`config.mk`:
```
export PLATFORM = sky130hd
export DESIGN_NAME = vr_ctrl
export DESIGN_NICKNAME = d
export VERILOG_FILES = /design/src/logic/vr_pkg.sv /design/src/logic/vr_ctrl.sv /design/src/logic/vr_level_calc.sv /design/src/logic/vr_pin_mux.sv
export VERILOG_INCLUDE_DIRS = /design/src /design/src/logic
export SDC_FILE = /design/constraint.sdc
export NUM_CORES = 1
export LEC_CHECK = 0
export BUFFER_PORTS_ARGS = -buffer_cell sky130_fd_sc_hd__buf_2
export CAP_MARGIN = 20
export CORE_ASPECT_RATIO = 0.75
export CORE_UTILIZATION = 35
export DETAILED_ROUTE_END_ITERATION = 7
export HOLD_SLACK_MARGIN = 0.05
export PLACE_DENSITY_LB_ADDON = 0.1
export RECOVER_POWER = 100
export SYNTH_ARGS = -nofsm -noshare
export SYNTH_HDL_FRONTEND = slang
export SYNTH_HIERARCHICAL = 1
export SYNTH_SLANG_ARGS = --single-unit
```
`constraint.sdc`:
```
create_clock -name pclk -period 2.1 [get_ports pclk]
set_clock_uncertainty 0.15 [all_clocks]
set_input_delay 0.315 -clock pclk [delete_from_list [all_inputs] [get_ports pclk]]
set_output_delay 0.315 -clock pclk [all_outputs]
set_load 0.005 [all_outputs]
```
`src/logic/vr_regs.svh`:
```
`ifndef VR_REGS_SVH
`define VR_REGS_SVH

// ****************************************
// Register offsets (byte addresses)
// ****************************************
`define VR_CTRL_OFFSET 8'h00
`define VR_STATUS_OFFSET 8'h04

// ****************************************
// Control register fields and reset
// ****************************************
`define VR_POWER_BIT 7
`define VR_PIN_OE_BIT 6
`define VR_RANGE_BIT 5
`define VR_SOURCE_BIT 4
`define VR_CODE_MSB 3
`define VR_CODE_LSB 0
`define VR_CTRL_RESET 8'h00

// ****************************************
// Comparator mode that routes the reference
// ****************************************
`define VR_CMP_MODE_INT_REF 3'h6

// ****************************************
// Level arithmetic, in 96ths of the span
// ****************************************
`define VR_LOW_STEP 7'h04
`define VR_HIGH_BASE 7'h18
`define VR_HIGH_STEP 7'h03

`endif

```
`src/logic/vr_pkg.sv`:
```
package vr_pkg;

	// Control register layout, bit 7 down to bit 0
	typedef struct packed {
		logic power;
		logic pin_oe;
		logic range_low;
		logic source_ext;
		logic [3:0] code;
	} vr_ctrl_t;

	// Status register layout, low bits of the word
	typedef struct packed {
		logic [6:0] level_num;
		logic ref_to_cmp;
		logic pin_analog;
	} vr_status_t;

	// APB response carried back to the master
	typedef struct packed {
		logic [31:0] prdata;
		logic pready;
		logic pslverr;
	} vr_apb_rsp_t;

endpackage

```
`src/logic/vr_ctrl.sv`:
```
// Function
// - Bit 7 powers the reference ladder on when set, down when clear.
// - Bit 6 routes the reference level onto the shared analog pin.
// - Pin output enable overrides port A direction bit 2 for that pin.
// - Bit 5 set gives code/24 of span; clear gives 1/4 plus code/32.
// - Bit 4 set takes span from external reference pins, clear from supply.
// - Bits 3 to 0 hold a 4-bit level code choosing one of sixteen taps.
// - Reset clears the register: powered down, disconnected, high range, code zero.
// - Wake from sleep leaves every control bit unchanged.
// - Reference enable and output work regardless of comparator configuration.
// - Reference reaches both comparator non-inverting inputs only in mode 110.
//
// Implementation choices: the register offsets and the APB register port.
`timescale 1ns/100ps
`include "vr_regs.svh"

module vr_ctrl (
	input wire logic pclk,
	input wire logic presetn,
	input wire logic psel,
	input wire logic penable,
	input wire logic pwrite,
	input wire logic [7:0] paddr,
	input wire logic [31:0] pwdata,
	output logic [31:0] prdata,
	output logic pready,
	output logic pslverr,
	input wire logic [2:0] comparator_mode_select,
	input wire logic port_a_direction_2,
	input wire logic sleep_wake,
	output vr_pkg::vr_ctrl_t ladder_ctrl_q,
	output logic ref_to_comparator_q,
	output logic shared_pin_dir_q,
	output logic shared_ref_pin_connect_q,
	output logic [6:0] level_num_q
);

	// ****************************************
	// State
	// ****************************************
	vr_pkg::vr_ctrl_t ctrl_q;
	vr_pkg::vr_ctrl_t ctrl_d;
	vr_pkg::vr_ctrl_t ladder_ctrl_d;
	vr_pkg::vr_apb_rsp_t rsp_q;
	vr_pkg::vr_apb_rsp_t rsp_d;
	vr_pkg::vr_status_t status;
	logic ref_to_comparator_d;
	logic access;
	logic do_write;
	logic do_read;

	// ****************************************
	// Address decode helpers
	// ****************************************
	function automatic logic vr_hit_ctrl(input logic [7:0] addr);
		vr_hit_ctrl = (addr == `VR_CTRL_OFFSET);
	endfunction

	function automatic logic vr_hit_status(input logic [7:0] addr);
		vr_hit_status = (addr == `VR_STATUS_OFFSET);
	endfunction

	// ****************************************
	// APB handshake
	// ****************************************
	// One wait state: pready rises in the second access cycle, which keeps
	// every response bit straight from a flop at the cost of one cycle.
	always_comb begin
		access = psel && penable;
		do_write = access && rsp_q.pready && pwrite;
		do_read = access && !rsp_q.pready && !pwrite;
	end

	// Status word as software sees it
	always_comb begin
		status.level_num = level_num_q;
		status.ref_to_cmp = ref_to_comparator_q;
		status.pin_analog = shared_ref_pin_connect_q;
	end

	// Response next values; read data and error are set with pready
	always_comb begin
		rsp_d.pready = access && !rsp_q.pready;
		rsp_d.prdata = 32'h0000_0000;
		rsp_d.pslverr = 1'b0;
		if (access && !rsp_q.pready) begin
			if (vr_hit_ctrl(paddr)) begin
				if (do_read) begin
					rsp_d.prdata = {24'h00_0000, ctrl_q};
				end
			end else if (vr_hit_status(paddr)) begin
				if (do_read) begin
					rsp_d.prdata = {23'h00_0000, status};
				end
			end else begin
				rsp_d.pslverr = 1'b1;
			end
		end
	end

	// Register the response
	always_ff @(posedge pclk or negedge presetn) begin
		if (!presetn) begin
			rsp_q <= '0;
		end else begin
			rsp_q <= rsp_d;
		end
	end

	// Bus outputs taken straight from the response flops
	always_comb begin
		prdata = rsp_q.prdata;
		pready = rsp_q.pready;
		pslverr = rsp_q.pslverr;
	end

	// ****************************************
	// Control register
	// ****************************************
	// Only a bus write changes it; sleep_wake is deliberately not read here,
	// so leaving sleep keeps the settings the software left behind.
	always_comb begin
		ctrl_d = ctrl_q;
		if (do_write && vr_hit_ctrl(paddr)) begin
			ctrl_d = vr_pkg::vr_ctrl_t'(pwdata[7:0]);
		end
	end

	// Register with reset to all zero
	always_ff @(posedge pclk or negedge presetn) begin
		if (!presetn) begin
			ctrl_q <= `VR_CTRL_RESET;
		end else begin
			ctrl_q <= ctrl_d;
		end
	end

	// ****************************************
	// Ladder controls and comparator routing
	// ****************************************
	// Ladder settings follow the register with no comparator gating
	always_comb begin
		ladder_ctrl_d.power = ctrl_d.power;
		ladder_ctrl_d.pin_oe = ctrl_d.pin_oe;
		ladder_ctrl_d.range_low = ctrl_d.range_low;
		ladder_ctrl_d.source_ext = ctrl_d.source_ext;
		ladder_ctrl_d.code = ctrl_d.code;
		ref_to_comparator_d = (comparator_mode_select == `VR_CMP_MODE_INT_REF);
	end

	// Outputs to the analog side, updated on the write edge itself
	always_ff @(posedge pclk or negedge presetn) begin
		if (!presetn) begin
			ladder_ctrl_q <= `VR_CTRL_RESET;
			ref_to_comparator_q <= 1'b0;
		end else begin
			ladder_ctrl_q <= ladder_ctrl_d;
			ref_to_comparator_q <= ref_to_comparator_d;
		end
	end

	// ****************************************
	// Helpers
	// ****************************************
	// Level lags the ladder by a cycle; the analog settling dwarfs it anyway
	vr_level_calc u_level (
		.pclk(pclk),
		.presetn(presetn),
		.ctrl(ctrl_q),
		.level_num_q(level_num_q)
	);

	// Shared pin direction and reference connection
	vr_pin_mux u_pin (
		.pclk(pclk),
		.presetn(presetn),
		.pin_oe(ctrl_q.pin_oe),
		.port_a_direction_2(port_a_direction_2),
		.pin_dir_eff_q(shared_pin_dir_q),
		.pin_ref_connect_q(shared_ref_pin_connect_q)
	);
endmodule // vr_ctrl

```
`src/logic/vr_level_calc.sv`:
```
`timescale 1ns/100ps
`include "vr_regs.svh"

module vr_level_calc (
	input wire logic pclk,
	input wire logic presetn,
	input wire vr_pkg::vr_ctrl_t ctrl,
	output logic [6:0] level_num_q
);

	logic [6:0] level_num_d;

	// ****************************************
	// Tap level in 96ths of the source span
	// ****************************************
	function automatic logic [6:0] vr_level(input logic range_low, input logic [3:0] code);
		logic [6:0] c;
		c = {3'h0, code};
		if (range_low) begin
			vr_level = 7'(c * `VR_LOW_STEP); // code/24 of span
		end else begin
			vr_level = 7'(`VR_HIGH_BASE + c * `VR_HIGH_STEP); // 1/4 + code/32
		end
	endfunction

	// Next level from the range and the code
	always_comb begin
		level_num_d = vr_level(ctrl.range_low, ctrl.code);
	end

	// Register the level for the ladder tap select
	always_ff @(posedge pclk or negedge presetn) begin
		if (!presetn) begin
			level_num_q <= 7'h18;
		end else begin
			level_num_q <= level_num_d;
		end
	end
endmodule // vr_level_calc

```
`src/logic/vr_pin_mux.sv`:
```
`timescale 1ns/100ps

module vr_pin_mux (
	input wire logic pclk,
	input wire logic presetn,
	input wire logic pin_oe,
	input wire logic port_a_direction_2,
	output logic pin_dir_eff_q,
	output logic pin_ref_connect_q
);

	logic pin_dir_eff_d;
	logic pin_ref_connect_d;

	// ****************************************
	// Shared pin direction override
	// ****************************************
	// Routing the reference forces the digital driver off, whatever the port says
	always_comb begin
		pin_ref_connect_d = pin_oe;
		pin_dir_eff_d = pin_oe ? 1'b1 : port_a_direction_2;
	end

	// Register both pin controls
	always_ff @(posedge pclk or negedge presetn) begin
		if (!presetn) begin
			pin_dir_eff_q <= 1'b1;
			pin_ref_connect_q <= 1'b0;
		end else begin
			pin_dir_eff_q <= pin_dir_eff_d;
			pin_ref_connect_q <= pin_ref_connect_d;
		end
	end
endmodule // vr_pin_mux

```
# Yosys cells after proc, flatten, opt, wreduce, memory -nomap -nowiden
# Cells that the tools add are included.
dict set report totals {
  reg_bits 52
  latch_bits 0
  ramBits 0
  mem_bits_ro 0
  in_bits 50
  out_inout_bits 52
  word_cells 35
  n_memories 0
}
dict set report classes {
  n_addsub 1
  mul 1
  div_mod_pow 0
  magnitude_cmp 0
  eq_ne 2
  shift 0
  muxes 10
  n_bitwise 0
  reduce_logical 9
}
# cell count
set op_table {}
lappend op_table {{2-to-1 mux 32 bit} 2}
lappend op_table {{2-to-1 mux 9 bit} 2}
lappend op_table {{equality test 8 x 3 -> 1 bit (second input constant)} 1}
lappend op_table {{logical NOT 8 bit} 1}
lappend op_table {{2-to-1 mux 8 bit} 1}
lappend op_table {{adder 5 x 6 -> 7 bit (first input constant)} 1}
lappend op_table {{2-to-1 mux 7 bit} 1}
lappend op_table {{logical AND 1 bit} 6}
lappend op_table {{multiplier 4 x 2 -> 6 bit (second input constant)} 1}
lappend op_table {{2-to-1 mux 1 bit} 4}
lappend op_table {{equality test 3 bit (second input constant)} 1}
lappend op_table {{logical NOT 1 bit} 2}

# Depth between registers and ports, before layout
# Gate-level depths: netlist (run 1).
dict set report logic_depth {
  ltp_word 7
  mapped_depth 7
  depth_no_buf 7
}

# By module
# Netlist (run 1), hierarchy kept.
# module n_inst cells_each area_per_inst_um2 seq_area_each_um2
set modules_own_cells {}
lappend modules_own_cells {vr_ctrl 1 80 1003.5 500.5}
lappend modules_own_cells {vr_level_calc 1 34 414.1 177.7}
lappend modules_own_cells {vr_pin_mux 1 3 57.6 51.3}

# Worst setup path before layout (run 1)
# No wires, ideal clock.
dict set report synth_timing {
  path_kind {reg2reg}
  from {register, netlist name ladder_ctrl_q[2]}
  to {register u_level.level_num_q[4]}
  setup_ns 0.079
  arrival_ns 1.653
  t_required_ns 1.871
  slack_ns 0.218
  path_stages_with_launch 7
  path_buffers 0
  period_less_slack_ns 1.882
  path_cell_list {dfrtp_1 ha_1 ha_1 inv_1 fa_1 xnor2_1 o21ai_0}
}
# element line
set synth_rtl {}
lappend synth_rtl {{end signal, assigned} vr_level_calc.sv:36} ;# level_num_q <= level_num_d;
lappend synth_rtl {{end, declared} vr_level_calc.sv:8} ;# output logic [6:0] level_num_q

==> results of run 1 <==
-- path summary, 6_finish.rpt --
kind	from	cells past startpoint	to	slack, ps
setup / recovery	ladder_ctrl_q[1]$_DFFE_PN0P_	7	u_level/level_num_q[6]$_DFF_PN0_	120
hold / removal	port_a_direction_2	2	u_pin/pin_dir_eff_q$_DFF_PN1_	80
setup reg to reg	ladder_ctrl_q[1]$_DFFE_PN0P_	7	u_level/level_num_q[6]$_DFF_PN0_	120
hold reg to reg	ladder_ctrl_q[6]$_DFFE_PN0P_	0	u_pin/pin_ref_connect_q$_DFF_PN0_	290
max in group asynchronous	presetn	2	ladder_ctrl_q[1]$_DFFE_PN0P_	830
min in group asynchronous	presetn	2	prdata[0]$_DFF_PN0_	470
-- sequential cells by signal, summed over array words and instances (netlist names) --
name,flops
ladder_ctrl_q,8
pready,1
u_pin/pin_dir_eff_q,1
prdata,9
pslverr,1
ref_to_comparator_q,1
u_level/level_num_q,7
u_pin/pin_ref_connect_q,1
-- synthesized netlist by cell type, drive strengths merged --
| library cell | number |
|---|---|
| inv | 5 |
| nand4 | 1 |
| mux2i | 8 |
| nand3b | 1 |
| mux2 | 9 |
| ha | 5 |
| nand2 | 4 |
| conb | 1 |
| nand4b | 1 |
| a21oi | 1 |
| or2 | 1 |
| nor4 | 1 |
| buf | 25 |
| fa | 2 |
| xnor2 | 2 |
| o21ai | 2 |
| a21boi | 1 |
| dfstp | 3 |
| nor3 | 2 |
| and3b | 1 |
| nor2b | 2 |
| and4b | 1 |
| nor2 | 12 |
| dfrtp | 26 |
-- critical path, stage by stage (launching register included) --
cell     delay, ps
dfrtp_2        440
ha_1           300
ha_1           220
inv_1           70
fa_1           410
nor2_1         100
nor2_1          40
nor3_1         150
-- what timing repair did --
item	in CTS	in global routing
hold buffers	2	0
endpoints found under the hold margin	27	0
setup endpoints to repair	0	2
gates resized for setup	0	2
-- power groups by stage --
stage	logic, uW	registers (uW)	clock network [uW]
floorplan	60.6	579	0
global placement	73.4	578	0
detailed placement	74.7	579	0
CTS	77.5	569	455
global route	81.8	568	480
finish	71.3	568	432
-- kinds of logic (layout without fill, tap and decap cells) --
kind of cell,after synthesis,in the layout,synth area share
DFF,29,29,0.494
other,1,23,0.00254
AOI/OAI and AO/OA,4,4,0.0178
and+or+nand+nor,27,27,0.133
adders and majority gates,7,7,0.0696
xor gates and xnor gates,2,2,0.0119
buffers and inverters,30,72,0.145
muxes,17,17,0.126
-- per-stage QoR --
step / power, uW / area, sq um / hold WS (ps)
after floorplan: 640 / 1560 / -131
after global placement: 652 / 1730 / 225
after detailed placement: 653 / 1730 / 228
after CTS: 1100 / 1830 / 67.9
after global routing: 1130 / 1780 / 65.0
final: 1070 / 1780 / 75.1
-- layer usage --
metal  part of all wire  vias to the layer above  global-route usage  routed length, um
met5                  0                        -                   0                  0
li1                   -                      464                   -                  -
met1               0.46                      481               0.161               1210
met4              0.016                        0              0.0742                 42
met2               0.48                       37               0.202               1260
met3              0.053                        5              0.0441                141
-- final cells by class --
type | instances | area share
clock inverter | 3 | 0.00987
tap | 55 | 0.0388
clock buffer | 5 | 0.0388
timing repair buffer | 59 | 0.169
multi-input combinational | 80 | 0.321
sequential | 29 | 0.412
inverter | 5 | 0.0106
-- cell usage in the layout (no fill, tap or decap), drive strengths merged --
cell type | synthesis | final
mux2i | 8 | 8
a21oi | 1 | 1
conb | 1 | 23
nor3 | 2 | 2
and4b | 1 | 1
nor4 | 1 | 1
clkinvlp | 0 | 1
dlygate4sd3 | 0 | 2
nand3b | 1 | 1
xnor2 | 2 | 2
nor2 | 12 | 12
nand2 | 4 | 4
nand4b | 1 | 1
ha | 5 | 5
clkinv | 0 | 2
dfrtp | 26 | 26
inv | 5 | 5
nor2b | 2 | 2
nand4 | 1 | 1
dfstp | 3 | 3
a21boi | 1 | 1
fa | 2 | 2
and3b | 1 | 1
clkbuf | 0 | 14
mux2 | 9 | 9
or2 | 1 | 1
buf | 25 | 48
o21ai | 2 | 2
==> impl_metrics.env, run 1 <==
export IMPL_total_leakage_power_uw=0.000982
export IMPL_fin_nets=237
export IMPL_fin_crit_sh=0.941
export IMPL_finalSetupViolations=0
export IMPL_grt_first_pass_wirelength_um=4280
export IMPL_seq_power_share=0.530
export IMPL_diodes=0
export IMPL_path_class="register to register"
export IMPL_clkLatencyLatePin_ps=270
export IMPL_antenna_found_initial=0
export IMPL_area_sequential_sq_um=731
export IMPL_rows=20
export IMPL_cts_tree="built"
export IMPL_slew_violations=0
export IMPL_fmax_mhz=506
export IMPL_synth_top_cell_by_area="dfrtp_1"
export IMPL_port_buffers=53
export IMPL_ys_seq_elements=29
export IMPL_ys_types=27
export IMPL_cts_inserted_buffers=5
export IMPL_clk_path_buf_depth=2
export IMPL_cts_setup_buffers=0
export IMPL_drt_total_wl_um=2650
export IMPL_place_ws_ps=94.2
export IMPL_cts_root_buf="clkbuf_8"
export IMPL_multi_input_area_sq_um=571
export IMPL_status="completed"
export IMPL_tightest_slew_ps=702
export IMPL_drive_above_1_share=0.392
export IMPL_p_int_uw=824
export IMPL_cts_sinks=29
export IMPL_critPathRequiredTime_ps=2130
export IMPL_power_switching_uw=247
export IMPL_power_density_nw_per_um2=604
export IMPL_first_iter_violations=14
export IMPL_clkPwrFrac=0.403
export IMPL_relSlewSlack=0.532
export IMPL_fillerInstances=416
export IMPL_grt_pass1_vias=886
export IMPL_die_w_um=77.0
export IMPL_yosys_warnings=6
export IMPL_avgSynthCellArea_sq_um=12.6
export IMPL_setup_tns_ps=0
export IMPL_die_y_um=58.2
export IMPL_grt_remaining_overflow=0
export IMPL_crit_fanout=6
export IMPL_syn_inst=117
export IMPL_ys_seq_area_frac=0.494
export IMPL_netlist_area_sq_um=1480
export IMPL_drc_errors=0
export IMPL_end_kind="register"
export IMPL_rsz0062_at_grt="false"
export IMPL_vdd_drop_max_uv=295
export IMPL_area_growth_pct=20.4
export IMPL_min_period_ps=1980
export IMPL_post_route_util=0.438
export IMPL_cts_htree_levels=2
export IMPL_p_comb_frac=0.067
export IMPL_grt_max_degree=30
export IMPL_place_inst=226
export IMPL_dpl_hpwl_um=1980
export IMPL_maxCapViolCount=0
export IMPL_synth_top_cell_area_share=0.441
export IMPL_die_area_sq_um=4480
export IMPL_min_path_type="primary input to register"
export IMPL_ant_nets=0
export IMPL_io_pins=102
export IMPL_grt_usage=0.130
export IMPL_start_util=0.364
export IMPL_netlist_top_cells_area="dfrtp_1 (44%), buf_4 (12%), mux2_2 (6.1%)"
export IMPL_switching_share=0.231
export IMPL_routedWlPerCell_um=11.2
export IMPL_core_area_sq_um=4050
export IMPL_vias=987
export IMPL_viasPerCell=4.18
export IMPL_setup_slack_ps=124
export IMPL_cp_start_kind="register"
export IMPL_finalHoldViolCount=0
export IMPL_gp_congestion=0.733
export IMPL_fin_cells=236
export IMPL_crit_arrival_ps=2010
export IMPL_firstDrtPassIters=2
export IMPL_path_clk_slew_ps=60
Power figures use the tool's default switching activity.
==> inputs of run 2 (changes only) <==
CORE_UTILIZATION = 41   (was 35)
RECOVER_POWER = default   (was 100)
==> impl_metrics.env, run 2 (synthesized netlist as in run 1, its figures left out) <==
export IMPL_fin_crit_sh=0.932
export IMPL_grt_pass1_vias=880
export IMPL_crit_arrival_ps=2000
export IMPL_reg2reg_from="ladder_ctrl_q[1]$_DFFE_PN0P_"
export IMPL_die_area_sq_um=3840
export IMPL_io_pins=102
export IMPL_port_buffers=53
export IMPL_relSlewSlack=0.584
export IMPL_die_w_um=71.3
export IMPL_end_kind="register"
export IMPL_final_common_cell="buf_2"
export IMPL_largest_reg_flops=9
export IMPL_drive_above_1_share=0.447
export IMPL_fin_nets=235
export IMPL_setup_slack_ps=142
export IMPL_crit_path_start="ladder_ctrl_q[1]$_DFFE_PN0P_"
export IMPL_violations="design-rule violations"
export IMPL_first_iter_violations=36
export IMPL_viasPerCell=4.43
export IMPL_crit_top_cell="ha_1"
export IMPL_critPathRequiredTime_ps=2140
export IMPL_switching_share=0.219
export IMPL_grt_first_pass_wirelength_um=4180
export IMPL_cts_setup_buffers=0
export IMPL_dpl_hpwl_um=1930
export IMPL_cp_start_kind="register"
export IMPL_grt_remaining_overflow=0
export IMPL_diodes=0
export IMPL_min_period_ps=1960
export IMPL_min_path_type="primary input to register"
export IMPL_antenna_found_initial=0
export IMPL_holdCritStartpoint="port_a_direction_2"
export IMPL_routedWlPerCell_um=11.9
export IMPL_crit_path_cell_trace="ha_1 -> ha_1 -> inv_1 -> fa_1 -> xnor2_1 -> o21ai_0"
export IMPL_tightest_slew_ps=624
export IMPL_area_growth_pct=22.3
export IMPL_power_switching_uw=242
export IMPL_path_class="register to register"
export IMPL_cts_tree="built"
export IMPL_grt_usage=0.155
export IMPL_crit_fanout=6
export IMPL_cpPeakStageDelay_ps=440
export IMPL_clkPwrFrac=0.418
export IMPL_power_density_nw_per_um2=613
export IMPL_finalHoldViolCount=0
export IMPL_maxCapViolCount=0
export IMPL_fmax_mhz=511
export IMPL_rows=18
export IMPL_grt_max_degree=30
export IMPL_core_area_sq_um=3360
export IMPL_finalSetupViolations=0
export IMPL_crit_path_top_delay_cell="dfrtp_2"
export IMPL_cts_root_buf="clkbuf_8"
export IMPL_power_total_uw=1110
export IMPL_slew_violations=0
export IMPL_cts_sinks=29
export IMPL_firstDrtPassIters=6
export IMPL_p_int_uw=864
export IMPL_cts_htree_levels=2
export IMPL_path_clk_slew_ps=60
export IMPL_drc_errors=7
export IMPL_gp_congestion=0.800
export IMPL_p_comb_frac=0.068
export IMPL_vdd_drop_max_uv=285
export IMPL_layout_common_cells="buf_2 (53), dfrtp_1 (25), conb_1 (23)"
export IMPL_place_ws_ps=129
export IMPL_rsz0062_at_grt="false"
export IMPL_status="finished, violations left"
export IMPL_seq_power_share=0.514
export IMPL_fillerInstances=296
export IMPL_clkLatencyLatePin_ps=280
export IMPL_vias=970
export IMPL_total_leakage_power_uw=0.00103
export IMPL_cts_inserted_buffers=5
export IMPL_clk_path_buf_depth=2
export IMPL_die_y_um=53.9
export IMPL_start_util=0.440
export IMPL_drt_total_wl_um=2600
export IMPL_setup_tns_ps=0
export IMPL_ant_nets=0
## run 2: critical path: cells and delay by family (launching register included)
kind,cells,cell delay [ps]
flops,1,440
xor+xnor,1,140
fa+ha+maj,3,910
buf+inv,1,70
compound gates,1,170
## run 2: power by group through the flow
stage               Clock [uW]  Combinational [uW]  Sequential (uW)
floorplan                    0                60.6              579
global placement             0                71.4              578
detailed placement           0                73.1              578
CTS                        478                76.1              569
global route               509                85.8              569
finish                     463                75.0              569
## run 2: timing repair
| item | CTS | global route |
|---|---|---|
| resized for setup | 0 | 1 |
| hold endpoints to repair | 27 | 0 |
| hold buffers | 2 | 0 |
| endpoints found under the setup margin | 0 | 1 |
## run 2: layer usage
| metal | vias up | track usage | share of wire |
|---|---|---|---|
| met4 | 0 | 0.0700 | 0.020 |
| met3 | 5 | 0.0730 | 0.070 |
| met5 | - | 0 | 0 |
| met1 | 462 | 0.178 | 0.44 |
| met2 | 44 | 0.252 | 0.47 |
| li1 | 459 | - | - |
## run 2: cell type report
type | instances | area, sq um | share of cell area
clock buffers | 8 | 90.1 | 0.0499
inverters | 5 | 18.8 | 0.0104
multi-input cells | 80 | 614 | 0.340
flip-flops and latches | 29 | 731 | 0.405
well taps | 40 | 50.0 | 0.0277
repair buffers | 57 | 300 | 0.166
## run 2: worst paths after layout
kind	slack [ps]	cells past startpoint	endpoint
max	140	6	u_level/level_num_q[4]$_DFF_PN1_
min	80	2	u_pin/pin_dir_eff_q$_DFF_PN1_
max reg2reg	140	6	u_level/level_num_q[4]$_DFF_PN1_
min reg2reg	290	0	u_pin/pin_ref_connect_q$_DFF_PN0_
max in group asynchronous	910	2	ladder_ctrl_q[1]$_DFFE_PN0P_
min in group asynchronous	430	2	pslverr$_DFF_PN0_
## run 2: per-stage QoR
stage	instance area [sq um]	utilization	instances	hold slack, ps
detailed placement	1690	0.504	209	219
floorplan	1560	-	139	-131
global placement	1690	0.504	209	226
global route	1800	0.538	219	76.8
finish	1800	0.538	219	83.9
CTS	1800	0.537	219	77.1
